## config.mk

```make
export PLATFORM = sky130hd
export DESIGN_NAME = tcpwm_timer
export DESIGN_NICKNAME = d
export VERILOG_FILES = /design/src/core/tcpwm_pkg.sv /design/src/core/tcpwm_deadband.sv /design/src/core/tcpwm_timer.sv
export SDC_FILE = /design/constraint.sdc
export NUM_CORES = 1
export LEC_CHECK = 0
export BUFFER_PORTS_ARGS = -buffer_cell sky130_fd_sc_hd__buf_2
export CAP_MARGIN = 20
export CORE_MARGIN = 2
export CORE_UTILIZATION = 52
export CTS_CLUSTER_DIAMETER = 50
export CTS_CLUSTER_SIZE = 40
export DETAILED_ROUTE_END_ITERATION = 12
export PLACE_DENSITY = 0.79
export SLEW_MARGIN = 10
export SYNTH_ARGS = -nofsm -noshare
export SYNTH_HDL_FRONTEND = slang
export SYNTH_SLANG_ARGS = --single-unit
```

## constraint.sdc

```tcl
create_clock -name mclk_in -period 3.57 [get_ports mclk_in]
set_input_delay 0.1785 -clock mclk_in [delete_from_list [all_inputs] [get_ports mclk_in]]
set_output_delay 0.1785 -clock mclk_in [all_outputs]
set_load 0.01 [all_outputs]
```

## src/core/tcpwm_pkg.sv

```systemverilog
package tcpwm_pkg;
    // ------------------------------------------------------------
    // Widths
    // ------------------------------------------------------------
    localparam int CNT_W    = 16;
    localparam int DB_W     = 8;
    localparam int CLKSEL_W = 2;
    localparam int NUM_CLK  = 4;

    localparam logic [CNT_W-1:0] CNT_ZERO  = 16'h0000;
    localparam logic [CNT_W-1:0] CNT_ONE   = 16'h0001;
    localparam logic [DB_W-1:0]  DB_ZERO   = 8'h00;
    localparam logic [DB_W-1:0]  DB_ONE    = 8'h01;

    // ------------------------------------------------------------
    // Modes
    // ------------------------------------------------------------
    typedef enum logic [1:0] {
        TCPWM_RUN_FREE,
        TCPWM_RUN_ONESHOT,
        TCPWM_RUN_GATED
    } tcpwm_run_e;

    typedef enum logic [2:0] {
        TCPWM_CMP_LT,
        TCPWM_CMP_LTE,
        TCPWM_CMP_EQ,
        TCPWM_CMP_GTE,
        TCPWM_CMP_GT
    } tcpwm_cmp_e;
endpackage

```

## src/core/tcpwm_deadband.sv

```systemverilog
`timescale 1ns/1ps
// Complementary pair with deadband; kill forces both inactive
module tcpwm_deadband (
    input  wire logic                          mclk_in,
    input  wire logic                          resetn_in,
    input  wire logic                          pwm_in,
    input  wire logic                          kill_in,
    input  wire logic [tcpwm_pkg::DB_W-1:0]    deadband_in,
    output logic                               pwm_hi_out,
    output logic                               pwm_lo_out
);
    logic                         prev_ff;
    logic                         nxt_prev;
    logic [tcpwm_pkg::DB_W-1:0]   dead_ff;
    logic [tcpwm_pkg::DB_W-1:0]   nxt_dead;
    logic                         hi_ff;
    logic                         nxt_hi;
    logic                         lo_ff;
    logic                         nxt_lo;

    always_comb begin
        nxt_prev = pwm_in;
        nxt_dead = dead_ff;
        if (pwm_in != prev_ff) begin
            nxt_dead = deadband_in;
        end else if (dead_ff != tcpwm_pkg::DB_ZERO) begin
            nxt_dead = dead_ff - tcpwm_pkg::DB_ONE;
        end
        // Both low on any edge and while the dead timer runs
        if (kill_in || (pwm_in != prev_ff) || (dead_ff != tcpwm_pkg::DB_ZERO && deadband_in != tcpwm_pkg::DB_ZERO)) begin
            nxt_hi = 1'b0;
            nxt_lo = 1'b0;
        end else begin
            nxt_hi = pwm_in;
            nxt_lo = ~pwm_in;
        end
        if (kill_in) begin
            nxt_hi = 1'b0; //RULE11
            nxt_lo = 1'b0;
        end
    end

    always_ff @(posedge mclk_in) begin
        if (!resetn_in) begin
            prev_ff <= 1'b0;
            dead_ff <= tcpwm_pkg::DB_ZERO;
            hi_ff   <= 1'b0;
            lo_ff   <= 1'b0;
        end else begin
            prev_ff <= nxt_prev;
            dead_ff <= nxt_dead;
            hi_ff   <= nxt_hi; //RULE13
            lo_ff   <= nxt_lo;
        end
    end

    assign pwm_hi_out = hi_ff;
    assign pwm_lo_out = lo_ff;

    // ------------------------------------------------------------
    // Checks
    // ------------------------------------------------------------
    property p_never_both;
        @(posedge mclk_in) disable iff (!resetn_in) !(hi_ff && lo_ff);
    endproperty
    a_never_both: assert property (p_never_both) else $error("both pwm outputs active"); //RULE13

    property p_kill;
        @(posedge mclk_in) disable iff (!resetn_in) kill_in |=> (!hi_ff && !lo_ff);
    endproperty
    a_kill: assert property (p_kill) else $error("kill did not force outputs off"); //RULE11

    property p_edge_dead;
        @(posedge mclk_in) disable iff (!resetn_in) (pwm_in != prev_ff) |=> (!hi_ff && !lo_ff);
    endproperty
    a_edge_dead: assert property (p_edge_dead) else $error("no deadband at pwm edge"); //RULE13

    c_kill: cover property (@(posedge mclk_in) disable iff (!resetn_in) kill_in ##1 !kill_in);
endmodule

```

## src/core/tcpwm_timer.sv

```systemverilog
`timescale 1ns/1ps
// ------------------------------------------------------------
// Notes on behaviour
// ------------------------------------------------------------
//Notes on behaviour
//RULE1: Sixteen-bit counter, decrements only, one step per enabled selected clock edge.
//RULE2: Counting clock chosen from several sources by a select input.
//RULE3: Comparator count versus compare value: LT, LTE, EQ, GTE or GT.
//RULE4: Period loaded on start, on reset input and on terminal count.
//RULE5: Interrupt request from terminal count, compare true or capture, each maskable.
//RULE6: Run behaviour is free running, one shot or enable gated.
//RULE7: One shot stops at end of period until started again.
//RULE8: Gated mode decrements only while enable is high.
//RULE9: Capture event latches the full live count.
//RULE10: Reset and capture inputs come from outside logic.
//RULE11: Kill forces comparator outputs inactive while asserted.
//RULE12: Compare and terminal count outputs, compare optionally inverted.
//RULE13: Complementary PWM pair separated by programmable deadband.
//RULE14: Terminal count lasts one count at zero; reload on next count.
//RULE15: Live count readable any time without disturbing counting.
module tcpwm_timer (
    input  wire logic                              mclk_in,
    input  wire logic                              resetn_in,
    input  wire logic [tcpwm_pkg::NUM_CLK-1:0]     clk_src_in,
    input  wire logic [tcpwm_pkg::CLKSEL_W-1:0]    clk_sel_in,
    input  wire logic                              start_in,
    input  wire logic                              stop_in,
    input  wire logic                              tmr_reset_in,
    input  wire logic                              capture_in,
    input  wire logic                              enable_in,
    input  wire logic                              kill_in,
    input  wire tcpwm_pkg::tcpwm_run_e             run_mode_in,
    input  wire tcpwm_pkg::tcpwm_cmp_e             cmp_mode_in,
    input  wire logic                              cmp_invert_in,
    input  wire logic [tcpwm_pkg::CNT_W-1:0]       period_in,
    input  wire logic [tcpwm_pkg::CNT_W-1:0]       compare_in,
    input  wire logic [tcpwm_pkg::DB_W-1:0]        deadband_in,
    input  wire logic                              irq_tc_en_in,
    input  wire logic                              irq_cmp_en_in,
    input  wire logic                              irq_cap_en_in,
    output logic [tcpwm_pkg::CNT_W-1:0]            count_out,
    output logic [tcpwm_pkg::CNT_W-1:0]            capture_val_out,
    output logic                                   running_out,
    output logic                                   tc_out,
    output logic                                   cmp_out,
    output logic                                   pwm_hi_out,
    output logic                                   pwm_lo_out,
    output logic                                   irq_out
);
    // ------------------------------------------------------------
    // Input synchronisers
    // ------------------------------------------------------------
    localparam int NSYNC = tcpwm_pkg::NUM_CLK + 4;
    logic [NSYNC-1:0] raw_in;
    logic [NSYNC-1:0] s1_ff;
    logic [NSYNC-1:0] s2_ff;
    logic [NSYNC-1:0] s3_ff;

    assign raw_in = {kill_in, enable_in, capture_in, tmr_reset_in, clk_src_in};

    genvar gi;
    generate
        for (gi = 0; gi < NSYNC; gi++) begin : g_sync
            always_ff @(posedge mclk_in) begin
                if (!resetn_in) begin
                    s1_ff[gi] <= 1'b0;
                    s2_ff[gi] <= 1'b0;
                    s3_ff[gi] <= 1'b0;
                end else begin
                    s1_ff[gi] <= raw_in[gi];
                    s2_ff[gi] <= s1_ff[gi];
                    s3_ff[gi] <= s2_ff[gi];
                end
            end
        end
    endgenerate

    localparam int IX_RST = tcpwm_pkg::NUM_CLK;
    localparam int IX_CAP = tcpwm_pkg::NUM_CLK + 1;
    localparam int IX_EN  = tcpwm_pkg::NUM_CLK + 2;
    localparam int IX_KIL = tcpwm_pkg::NUM_CLK + 3;

    function automatic logic rise(input logic [NSYNC-1:0] now, input logic [NSYNC-1:0] old, input int idx);
        rise = now[idx] & ~old[idx];
    endfunction

    logic sel_edge;
    logic rst_edge;
    logic cap_edge;
    logic en_s;
    logic kill_s;
    assign sel_edge = rise(s2_ff, s3_ff, int'(clk_sel_in)); //RULE2
    assign rst_edge = rise(s2_ff, s3_ff, IX_RST); //RULE10
    assign cap_edge = rise(s2_ff, s3_ff, IX_CAP);
    assign en_s     = s2_ff[IX_EN];
    assign kill_s   = s2_ff[IX_KIL];

    // ------------------------------------------------------------
    // Counter
    // ------------------------------------------------------------
    logic [tcpwm_pkg::CNT_W-1:0] cnt_ff;
    logic [tcpwm_pkg::CNT_W-1:0] nxt_cnt;
    logic [tcpwm_pkg::CNT_W-1:0] cap_ff;
    logic [tcpwm_pkg::CNT_W-1:0] nxt_cap;
    logic                        run_ff;
    logic                        nxt_run;
    logic                        tc_ff;
    logic                        nxt_tc;
    logic                        cmp_ff;
    logic                        nxt_cmp;
    logic                        irq_ff;
    logic                        nxt_irq;
    // Raw compare history, so inversion cannot retrigger the interrupt
    logic                        cmpr_ff;
    logic                        nxt_cmpr;
    logic                        step;
    logic                        cmp_true;

    always_comb begin
        unique case (cmp_mode_in)
            tcpwm_pkg::TCPWM_CMP_LT:  cmp_true = cnt_ff <  compare_in;
            tcpwm_pkg::TCPWM_CMP_LTE: cmp_true = cnt_ff <= compare_in;
            tcpwm_pkg::TCPWM_CMP_EQ:  cmp_true = cnt_ff == compare_in;
            tcpwm_pkg::TCPWM_CMP_GTE: cmp_true = cnt_ff >= compare_in;
            tcpwm_pkg::TCPWM_CMP_GT:  cmp_true = cnt_ff >  compare_in;
            default:                  cmp_true = 1'b0; //RULE3
        endcase
    end

    // Gated mode only counts while enable holds
    assign step = run_ff && sel_edge && ((run_mode_in != tcpwm_pkg::TCPWM_RUN_GATED) || en_s); //RULE8

    always_comb begin
        nxt_cnt = cnt_ff;
        nxt_run = run_ff;
        nxt_tc  = tc_ff;
        nxt_cap = cap_ff;
        if (step) begin
            nxt_tc = 1'b0;
            if (cnt_ff == tcpwm_pkg::CNT_ZERO) begin
                nxt_cnt = period_in; //RULE4
            end else begin
                nxt_cnt = cnt_ff - tcpwm_pkg::CNT_ONE; //RULE1
                if (cnt_ff == tcpwm_pkg::CNT_ONE) begin
                    nxt_tc = 1'b1; //RULE14
                    if (run_mode_in == tcpwm_pkg::TCPWM_RUN_ONESHOT) begin
                        nxt_run = 1'b0; //RULE7
                    end
                end
            end
        end
        if (stop_in) begin
            nxt_run = 1'b0;
        end
        // Restart has priority over counting; start_in also wins over stop, the reset input does not
        if (start_in || rst_edge) begin
            nxt_cnt = period_in; //RULE4
            nxt_tc  = 1'b0;
            if (start_in) begin
                nxt_run = 1'b1;
            end
        end
        if (cap_edge) begin
            nxt_cap = cnt_ff; //RULE9
        end
        nxt_cmp  = cmp_true ^ cmp_invert_in; //RULE12
        nxt_cmpr = cmp_true;
        nxt_irq  = (irq_tc_en_in && nxt_tc && !tc_ff) || (irq_cmp_en_in && cmp_true && !cmpr_ff)
                  || (irq_cap_en_in && cap_edge); //RULE5
    end

    always_ff @(posedge mclk_in) begin
        if (!resetn_in) begin
            cnt_ff <= tcpwm_pkg::CNT_ZERO;
            cap_ff <= tcpwm_pkg::CNT_ZERO;
            run_ff <= 1'b0;
            tc_ff  <= 1'b0;
            cmp_ff <= 1'b0;
            irq_ff <= 1'b0;
            cmpr_ff <= 1'b0;
        end else begin
            cnt_ff <= nxt_cnt;
            cap_ff <= nxt_cap;
            run_ff <= nxt_run; //RULE6
            tc_ff  <= nxt_tc;
            cmp_ff <= nxt_cmp;
            irq_ff <= nxt_irq;
            cmpr_ff <= nxt_cmpr;
        end
    end

    // Live count is a plain register copy; reading never disturbs it
    assign count_out       = cnt_ff; //RULE15
    assign capture_val_out = cap_ff;
    assign running_out     = run_ff;
    assign tc_out          = tc_ff;
    assign cmp_out         = cmp_ff & ~kill_s; //RULE11
    assign irq_out         = irq_ff;

    tcpwm_deadband u_db (
        .mclk_in     (mclk_in),
        .resetn_in   (resetn_in),
        .pwm_in      (cmp_true),
        .kill_in     (kill_s),
        .deadband_in (deadband_in),
        .pwm_hi_out  (pwm_hi_out),
        .pwm_lo_out  (pwm_lo_out)
    );

    // ------------------------------------------------------------
    // Checks
    // ------------------------------------------------------------
    property p_down_only;
        @(posedge mclk_in) disable iff (!resetn_in)
        (step && !start_in && !rst_edge && cnt_ff != tcpwm_pkg::CNT_ZERO)
        |=> (cnt_ff == $past(cnt_ff) - tcpwm_pkg::CNT_ONE);
    endproperty
    a_down_only: assert property (p_down_only) else $error("counter did not decrement"); //RULE1

    property p_hold;
        @(posedge mclk_in) disable iff (!resetn_in)
        (!step && !start_in && !rst_edge) |=> (cnt_ff == $past(cnt_ff));
    endproperty
    a_hold: assert property (p_hold) else $error("counter moved without a step"); //RULE8

    property p_start_load;
        @(posedge mclk_in) disable iff (!resetn_in) (start_in || rst_edge) |=> (cnt_ff == $past(period_in));
    endproperty
    a_start_load: assert property (p_start_load) else $error("period not loaded"); //RULE4

    property p_reload;
        @(posedge mclk_in) disable iff (!resetn_in)
        (step && cnt_ff == tcpwm_pkg::CNT_ZERO && !start_in && !rst_edge) |=> (cnt_ff == $past(period_in));
    endproperty
    a_reload: assert property (p_reload) else $error("no reload after terminal count"); //RULE14

    property p_oneshot;
        @(posedge mclk_in) disable iff (!resetn_in)
        (run_mode_in == tcpwm_pkg::TCPWM_RUN_ONESHOT && step && cnt_ff == tcpwm_pkg::CNT_ONE && !start_in && !rst_edge)
        |=> (!run_ff && tc_ff);
    endproperty
    a_oneshot: assert property (p_oneshot) else $error("one shot did not stop"); //RULE7

    property p_capture;
        @(posedge mclk_in) disable iff (!resetn_in) cap_edge |=> (cap_ff == $past(cnt_ff));
    endproperty
    a_capture: assert property (p_capture) else $error("capture value wrong"); //RULE9

    property p_irq_cap;
        @(posedge mclk_in) disable iff (!resetn_in) (cap_edge && irq_cap_en_in) |=> irq_ff;
    endproperty
    a_irq_cap: assert property (p_irq_cap) else $error("capture interrupt missing"); //RULE5

    property p_kill_cmp;
        @(posedge mclk_in) disable iff (!resetn_in)
        (kill_s && $past(kill_s)) |-> (!cmp_out && !pwm_hi_out && !pwm_lo_out);
    endproperty
    a_kill_cmp: assert property (p_kill_cmp) else $error("compare output active under kill"); //RULE11

    property p_cmp_eq;
        @(posedge mclk_in) disable iff (!resetn_in)
        (cmp_mode_in == tcpwm_pkg::TCPWM_CMP_EQ && !cmp_invert_in)
        |=> (cmp_ff == ($past(cnt_ff) == $past(compare_in)));
    endproperty
    a_cmp_eq: assert property (p_cmp_eq) else $error("equal compare wrong"); //RULE3

    c_tc:      cover property (@(posedge mclk_in) disable iff (!resetn_in) tc_ff);
    c_oneshot: cover property (@(posedge mclk_in) disable iff (!resetn_in) run_ff ##1 !run_ff);
    c_cap:     cover property (@(posedge mclk_in) disable iff (!resetn_in) cap_edge);
endmodule

```

# After elaboration in Yosys (flattened, before gate mapping)
# Cells that the tools add are included.
totals:
  register_bits: 69
  in_bits: 63
  out_inout_bits: 38
  wordCells: 103
op_classes:
  add_sub_neg: 2
  order_cmp: 5
  eq_ne: 9
  n_mux: 21
  n_bitwise: 11
  reduce_logical: 23
op_table:
  columns: ["operator", "count"]
  rows:
  - ["$mux 16", 3]
  - ["$eq 16x1->1 const B", 1]
  - ["$eq 16x16->1", 1]
  - ["$ge 16x16->1", 1]
  - ["$gt 16x16->1", 1]
  - ["$le 16x16->1", 1]
  - ["$logic_not 16->1", 1]
  - ["$lt 16x16->1", 1]
  - ["$mux 8", 2]
  - ["$reduce_bool 8->1", 2]
  - ["$sub 16x1->16 const B", 1]
  - ["$mux 1", 13]
  - ["$logic_and 1x1->1", 8]
  - ["$sub 8x1->8 const B", 1]
  - ["$eq 3x2->1 const B", 2]
  - ["$logic_or 1x1->1", 6]
  - ["$not 1->1", 6]
  - ["$pmux 1 s5", 1]
  - ["$and 1x1->1", 4]
  - ["$bmux 1 s2", 2]
  - ["$lt 2x4->1 const B", 1]
  - ["$reduce_bool 2->1", 2]
  - ["$eq 3x1->1 const B", 1]
  - ["$eq 3x3->1 const B", 1]
  - ["7 further kinds", 8]

# Logic depth before layout (Yosys ltp)
depth:
  word_depth: 12
  ltp_mapped: 10
  depth_no_buf: 9

# Modules after synthesis
# From an unflattened synthesis, not the netlist that was laid out.
hier_totals:
  cells_unflattened: 419
  hier_area_um2: 3570.9
by_module_without_submodules:
  columns: ["mod", "n_inst", "cells_per_inst", "area_each_um2", "seq_area_each_um2"]
  rows:
  - ["tcpwm_timer", 1, 355, 2952.8, 1181.1]
  - ["tcpwm_deadband", 1, 64, 618.1, 220.2]

# Worst setup path after synthesis
# Ideal clock, no wire load.
synth_timing:
  path_kind: "reg2reg"
  from: "register cnt_ff (netlist bit count_out[0])"
  to: "register u_db.dead_ff[2] (netlist name)"
  setup_time_ns: 0.072
  arrival_ns: 2.621
  slack_ns: 0.878
  stages_incl_launch_ff: 11
  n_path_buf: 1
  synth_period_minus_slack_ns: 2.692
  path_cell_list: "dfxtp_1 inv_1 ha_1 nor2b_1 o211ai_1 a2111o_1 and3_2 dlymetal6s4s_1 a311o_2 nor2_4 mux2i_1"
synth_between:
  elab_chain_cells: 4
  elab_cells_between_ends: 9
  classes_between: "order compare (4); eq/ne (2); mux (2); reduce/logical (1)"
synth_rtl:
  columns: ["item", "line_no", "source"]
  rows:
  - ["from (decl)", "tcpwm_timer.sv:101", "logic [tcpwm_pkg::CNT_W-1:0] cnt_ff;"]
  - ["from (signal assigned)", "tcpwm_timer.sv:174", "cnt_ff <= tcpwm_pkg::CNT_ZERO;"]
  - ["from (signal assigned)", "tcpwm_timer.sv:182", "cnt_ff <= nxt_cnt;"]
  - ["$gt 16x16->1 (tied with other cells)", "tcpwm_timer.sv:125", "tcpwm_pkg::TCPWM_CMP_GT: cmp_true = cnt_ff > compare_in;"]
  - ["$pmux 1 s5 *", "tcpwm_timer.sv:120", "unique case (cmp_mode_in)"]
  - ["$ne 1x1->1 *", "tcpwm_deadband.sv:24", "if (pwm_in != prev_ff) begin"]
  - ["$mux 8 / $reduce_bool 2->1 (equally long branches)", null, null]
  - ["to (signal assigned)", "tcpwm_deadband.sv:46", "dead_ff <= tcpwm_pkg::DB_ZERO;"]
  - ["to (signal assigned)", "tcpwm_deadband.sv:51", "dead_ff <= nxt_dead;"]
  - ["to (decl)", "tcpwm_deadband.sv:14", "logic [tcpwm_pkg::DB_W-1:0] dead_ff;"]
# Mark *: on every way between the ends. The rest lies on a longest branch, timed or not.
# A chain may end at the register's enable or synchronous reset.

# Worst setup path in the final report
layout_timing:
  from: "register cnt_ff (netlist bit count_out[11])"
  to: "register u_db.dead_ff[4] (netlist name)"
# Same word-level chain as after synthesis.

==> reports/results.ini <==
[synth]
avgSynthCellArea_sq_um = 8.03
ys_seq_elements = 69
synthTopCellsByArea = dfxtp_1, nand2_1, a21oi_1, ha_1, and2_1
syn_nets = 536
synth_largest_area_cell = dfxtp_1
syn-cell-area_sq_um = 3640
async_reset_ff_frac = 0
netlist-cell-type-count = 63
yosys_warnings = 0
synth_top_area_share = 0.380
synth_cells = 453
ys_seq_area_frac = 0.380
synth_edf_count = 0
synth_flop_cell = dfxtp_1

[timing]
hold_viol = 0
worst_pin_slew_ns = 0.870
relSlewSlack = 0.412
setup-violations-final = 0
drv_slew = 0
fin_crit_ns = 2.99
rsz0062_at_grt = false
tns_ns = 0
worst_clock_skew_ns = 0.00567
fin_ws_ns = 0.575
fmax_mhz = 334
finalCritPeriodShare = 0.839

[setup_path]
crit_fanout = 9
crit_type = reg -> reg
critical_path_arrival_ns = 3.28
slowest_delay_ns = 0.72
cp_cell_sequence = ha_1 > nand4_1 > or4_1 > and4b_4 > nor4_2 > o2111ai_2 > nor2_4 > mux2i_1
cp-start-kind = flop
cp_data_required_time_ns = 3.85
endpoint_kind = flop
slowest_stage = or4_1

[clocking]
tritoncts = yes
ctsHtreeMaxLevel = 3
cts_sinks = 69
numCtsBuffers = 9
worstSkewPairLatency_ns = 0.35
post_cts_resized = 0
clockBufferDepth = 2
post_cts_buffers = 0
hold_buffers = 0
cts_root_buffer = clkbuf_8
clk_pin_slew_ns = 0.08

[placed_design]
place.port_buffers = 100
dpl.hpwl_um = 6950
place_inst = 630
gp_congestion = 0.943
place_ws_ns = 0.585

[finish]
area_growth_pct = 20.8
layout_common_cells = buf_2, nand2_1, dfxtp_1, a21oi_1
seq_area_sq_um = 1380
fin_nets = 628
insertedDiodeCount = 0
drive_gt1_frac = 0.249
mostFrequentLayoutCell = buf_2
final_util = 0.647
multiInputGateArea_sq_um = 2040
fill_cells = 614
final_cells = 646

[drt]
drt-initial-drc-count = 215
via_count = 3579
wl_per_cell_um = 14.7
postRouteAntennaNets = 0
drt_pre_antenna_iters = 5
totalWireLength_um = 9490
via_per_inst = 5.54
drc = 0

[pwr]
p_leak_uw = 0.00199
powerDensity_nw_per_um2 = 514
ir_drop_mv = 0.270

[floorplanning]
die_h_um = 87.7
dieArea_sq_um = 7690
die_w_um = 87.7
start_util = 0.536
pin_count = 101
core_area_sq_um = 6790
rows = 30

[grt]
grt_start_max_net_pins = 35
antenna_found_initial = 0
grt_pass1_vias = 3255
grt_use_total = 0.252
grt_pass1_wl_um = 15000
grt_overflow_total = 0

[run]
drv_cap = 0

[min_path]
hp-class = in -> reg

[run_status]
status = complete, no violations

==> state kept, by name, indices dropped and copies added, names as in the netlist <==
name             cells
u_db.pwm_lo_out      1
kill_s               1
u_db.pwm_hi_out      1
s3_ff                6
cmp_ff               1
en_s                 1
s1_ff                8
capture_val_out     16
running_out          1
s2_ff                6
tc_out               1
irq_out              1
u_db.dead_ff         8
count_out           16
u_db.prev_ff         1
==> power breakdown <==
group          switching [uW]  internal, uW  total, uW  leakage (uW)
Clock                     303           411        714      0.000112
Combinational             350           270        619       0.00131
Sequential               80.8           847        927      0.000566
==> area by class of cell <==
cell class | count | area share
tap | 96 | 0.0273
clock inverter | 6 | 0.0196
clock buffer | 10 | 0.0313
sequential | 69 | 0.314
timing repair buffer | 104 | 0.121
multi-input combinational | 335 | 0.465
inverter | 26 | 0.0222
==> synth_stat cells, drive strengths merged, types with 2 or more instances <==
master and n:
mux2i 4, o211ai 3, nor2b 5, and2 26, nor3 12, or3 5
nand3b 3, ha 20, and3 3, xor2 2, a21oi 51, or4 3
nand3 11, nand2b 4, inv 26, a31oi 3, nor3b 3, o31ai 3
buf 6, a311oi 2, nand4b 3, nor4b 3, dfxtp 69, xnor2 3
o21a 2, a221oi 2, clkbuf 16, a21o 2, a22o 2, nand2 73
nor2 27, nand4 8, nor4 5, a211oi 4, o21ai 20, a22oi 3
==> worst paths after layout <==
check | from | end | slack (ns) | cells past startpoint
worst max register to register | count_out[11] | u_db.dead_ff[4] | 0.58 | 8
worst min register to register | s1_ff[2] | s2_ff[2] | 0.44 | 1
worst max-delay path | count_out[11] | u_db.dead_ff[4] | 0.58 | 8
worst min-delay path | capture_in | s1_ff[5] | 0.03 | 2
==> kinds of logic after synthesis <==
kind of cell | after synthesis | synth area share
AO/OA/AOI/OAI | 109 | 0.189
XOR/XNOR | 5 | 0.0120
adder cells (fa/ha/maj) | 20 | 0.0688
buffers and inverters | 49 | 0.0588
flip-flops | 69 | 0.380
multiplexers | 4 | 0.0110
AND/OR/NAND/NOR | 197 | 0.281
==> stage by stage <==
stage	total power, uW	cell area (sq um)	hold slack [ns]
5_1_grt	2380	4400	0.0204
4_1_cts	2260	4400	0.0143
6_report	2260	4400	0.0270
3_3_place_gp	1520	4170	0.385
3_5_place_dp	1550	4170	0.387
2_1_floorplan	1380	3640	0.299
==> layer usage <==
| metal | track usage | vias to the layer above | wire length, um |
|---|---|---|---|
| li1 | - | 1777 | - |
| met1 | 0.312 | 1644 | 4130 |
| met2 | 0.417 | 134 | 4540 |
| met3 | 0.0518 | 24 | 584 |
| met4 | 0.122 | 0 | 231 |
| met5 | 0 | - | 0 |
==> worst max-delay path: cells and delay by family, from the launching register on <==
kind,cells,cell delay (ns)
and+or+nand+nor,5,1.78
DFF,1,0.37
adders and majority gates,1,0.34
AOI/OAI and AO/OA,1,0.22
muxes,1,0.21
Note: power is estimated with default switching activity, not from simulation.
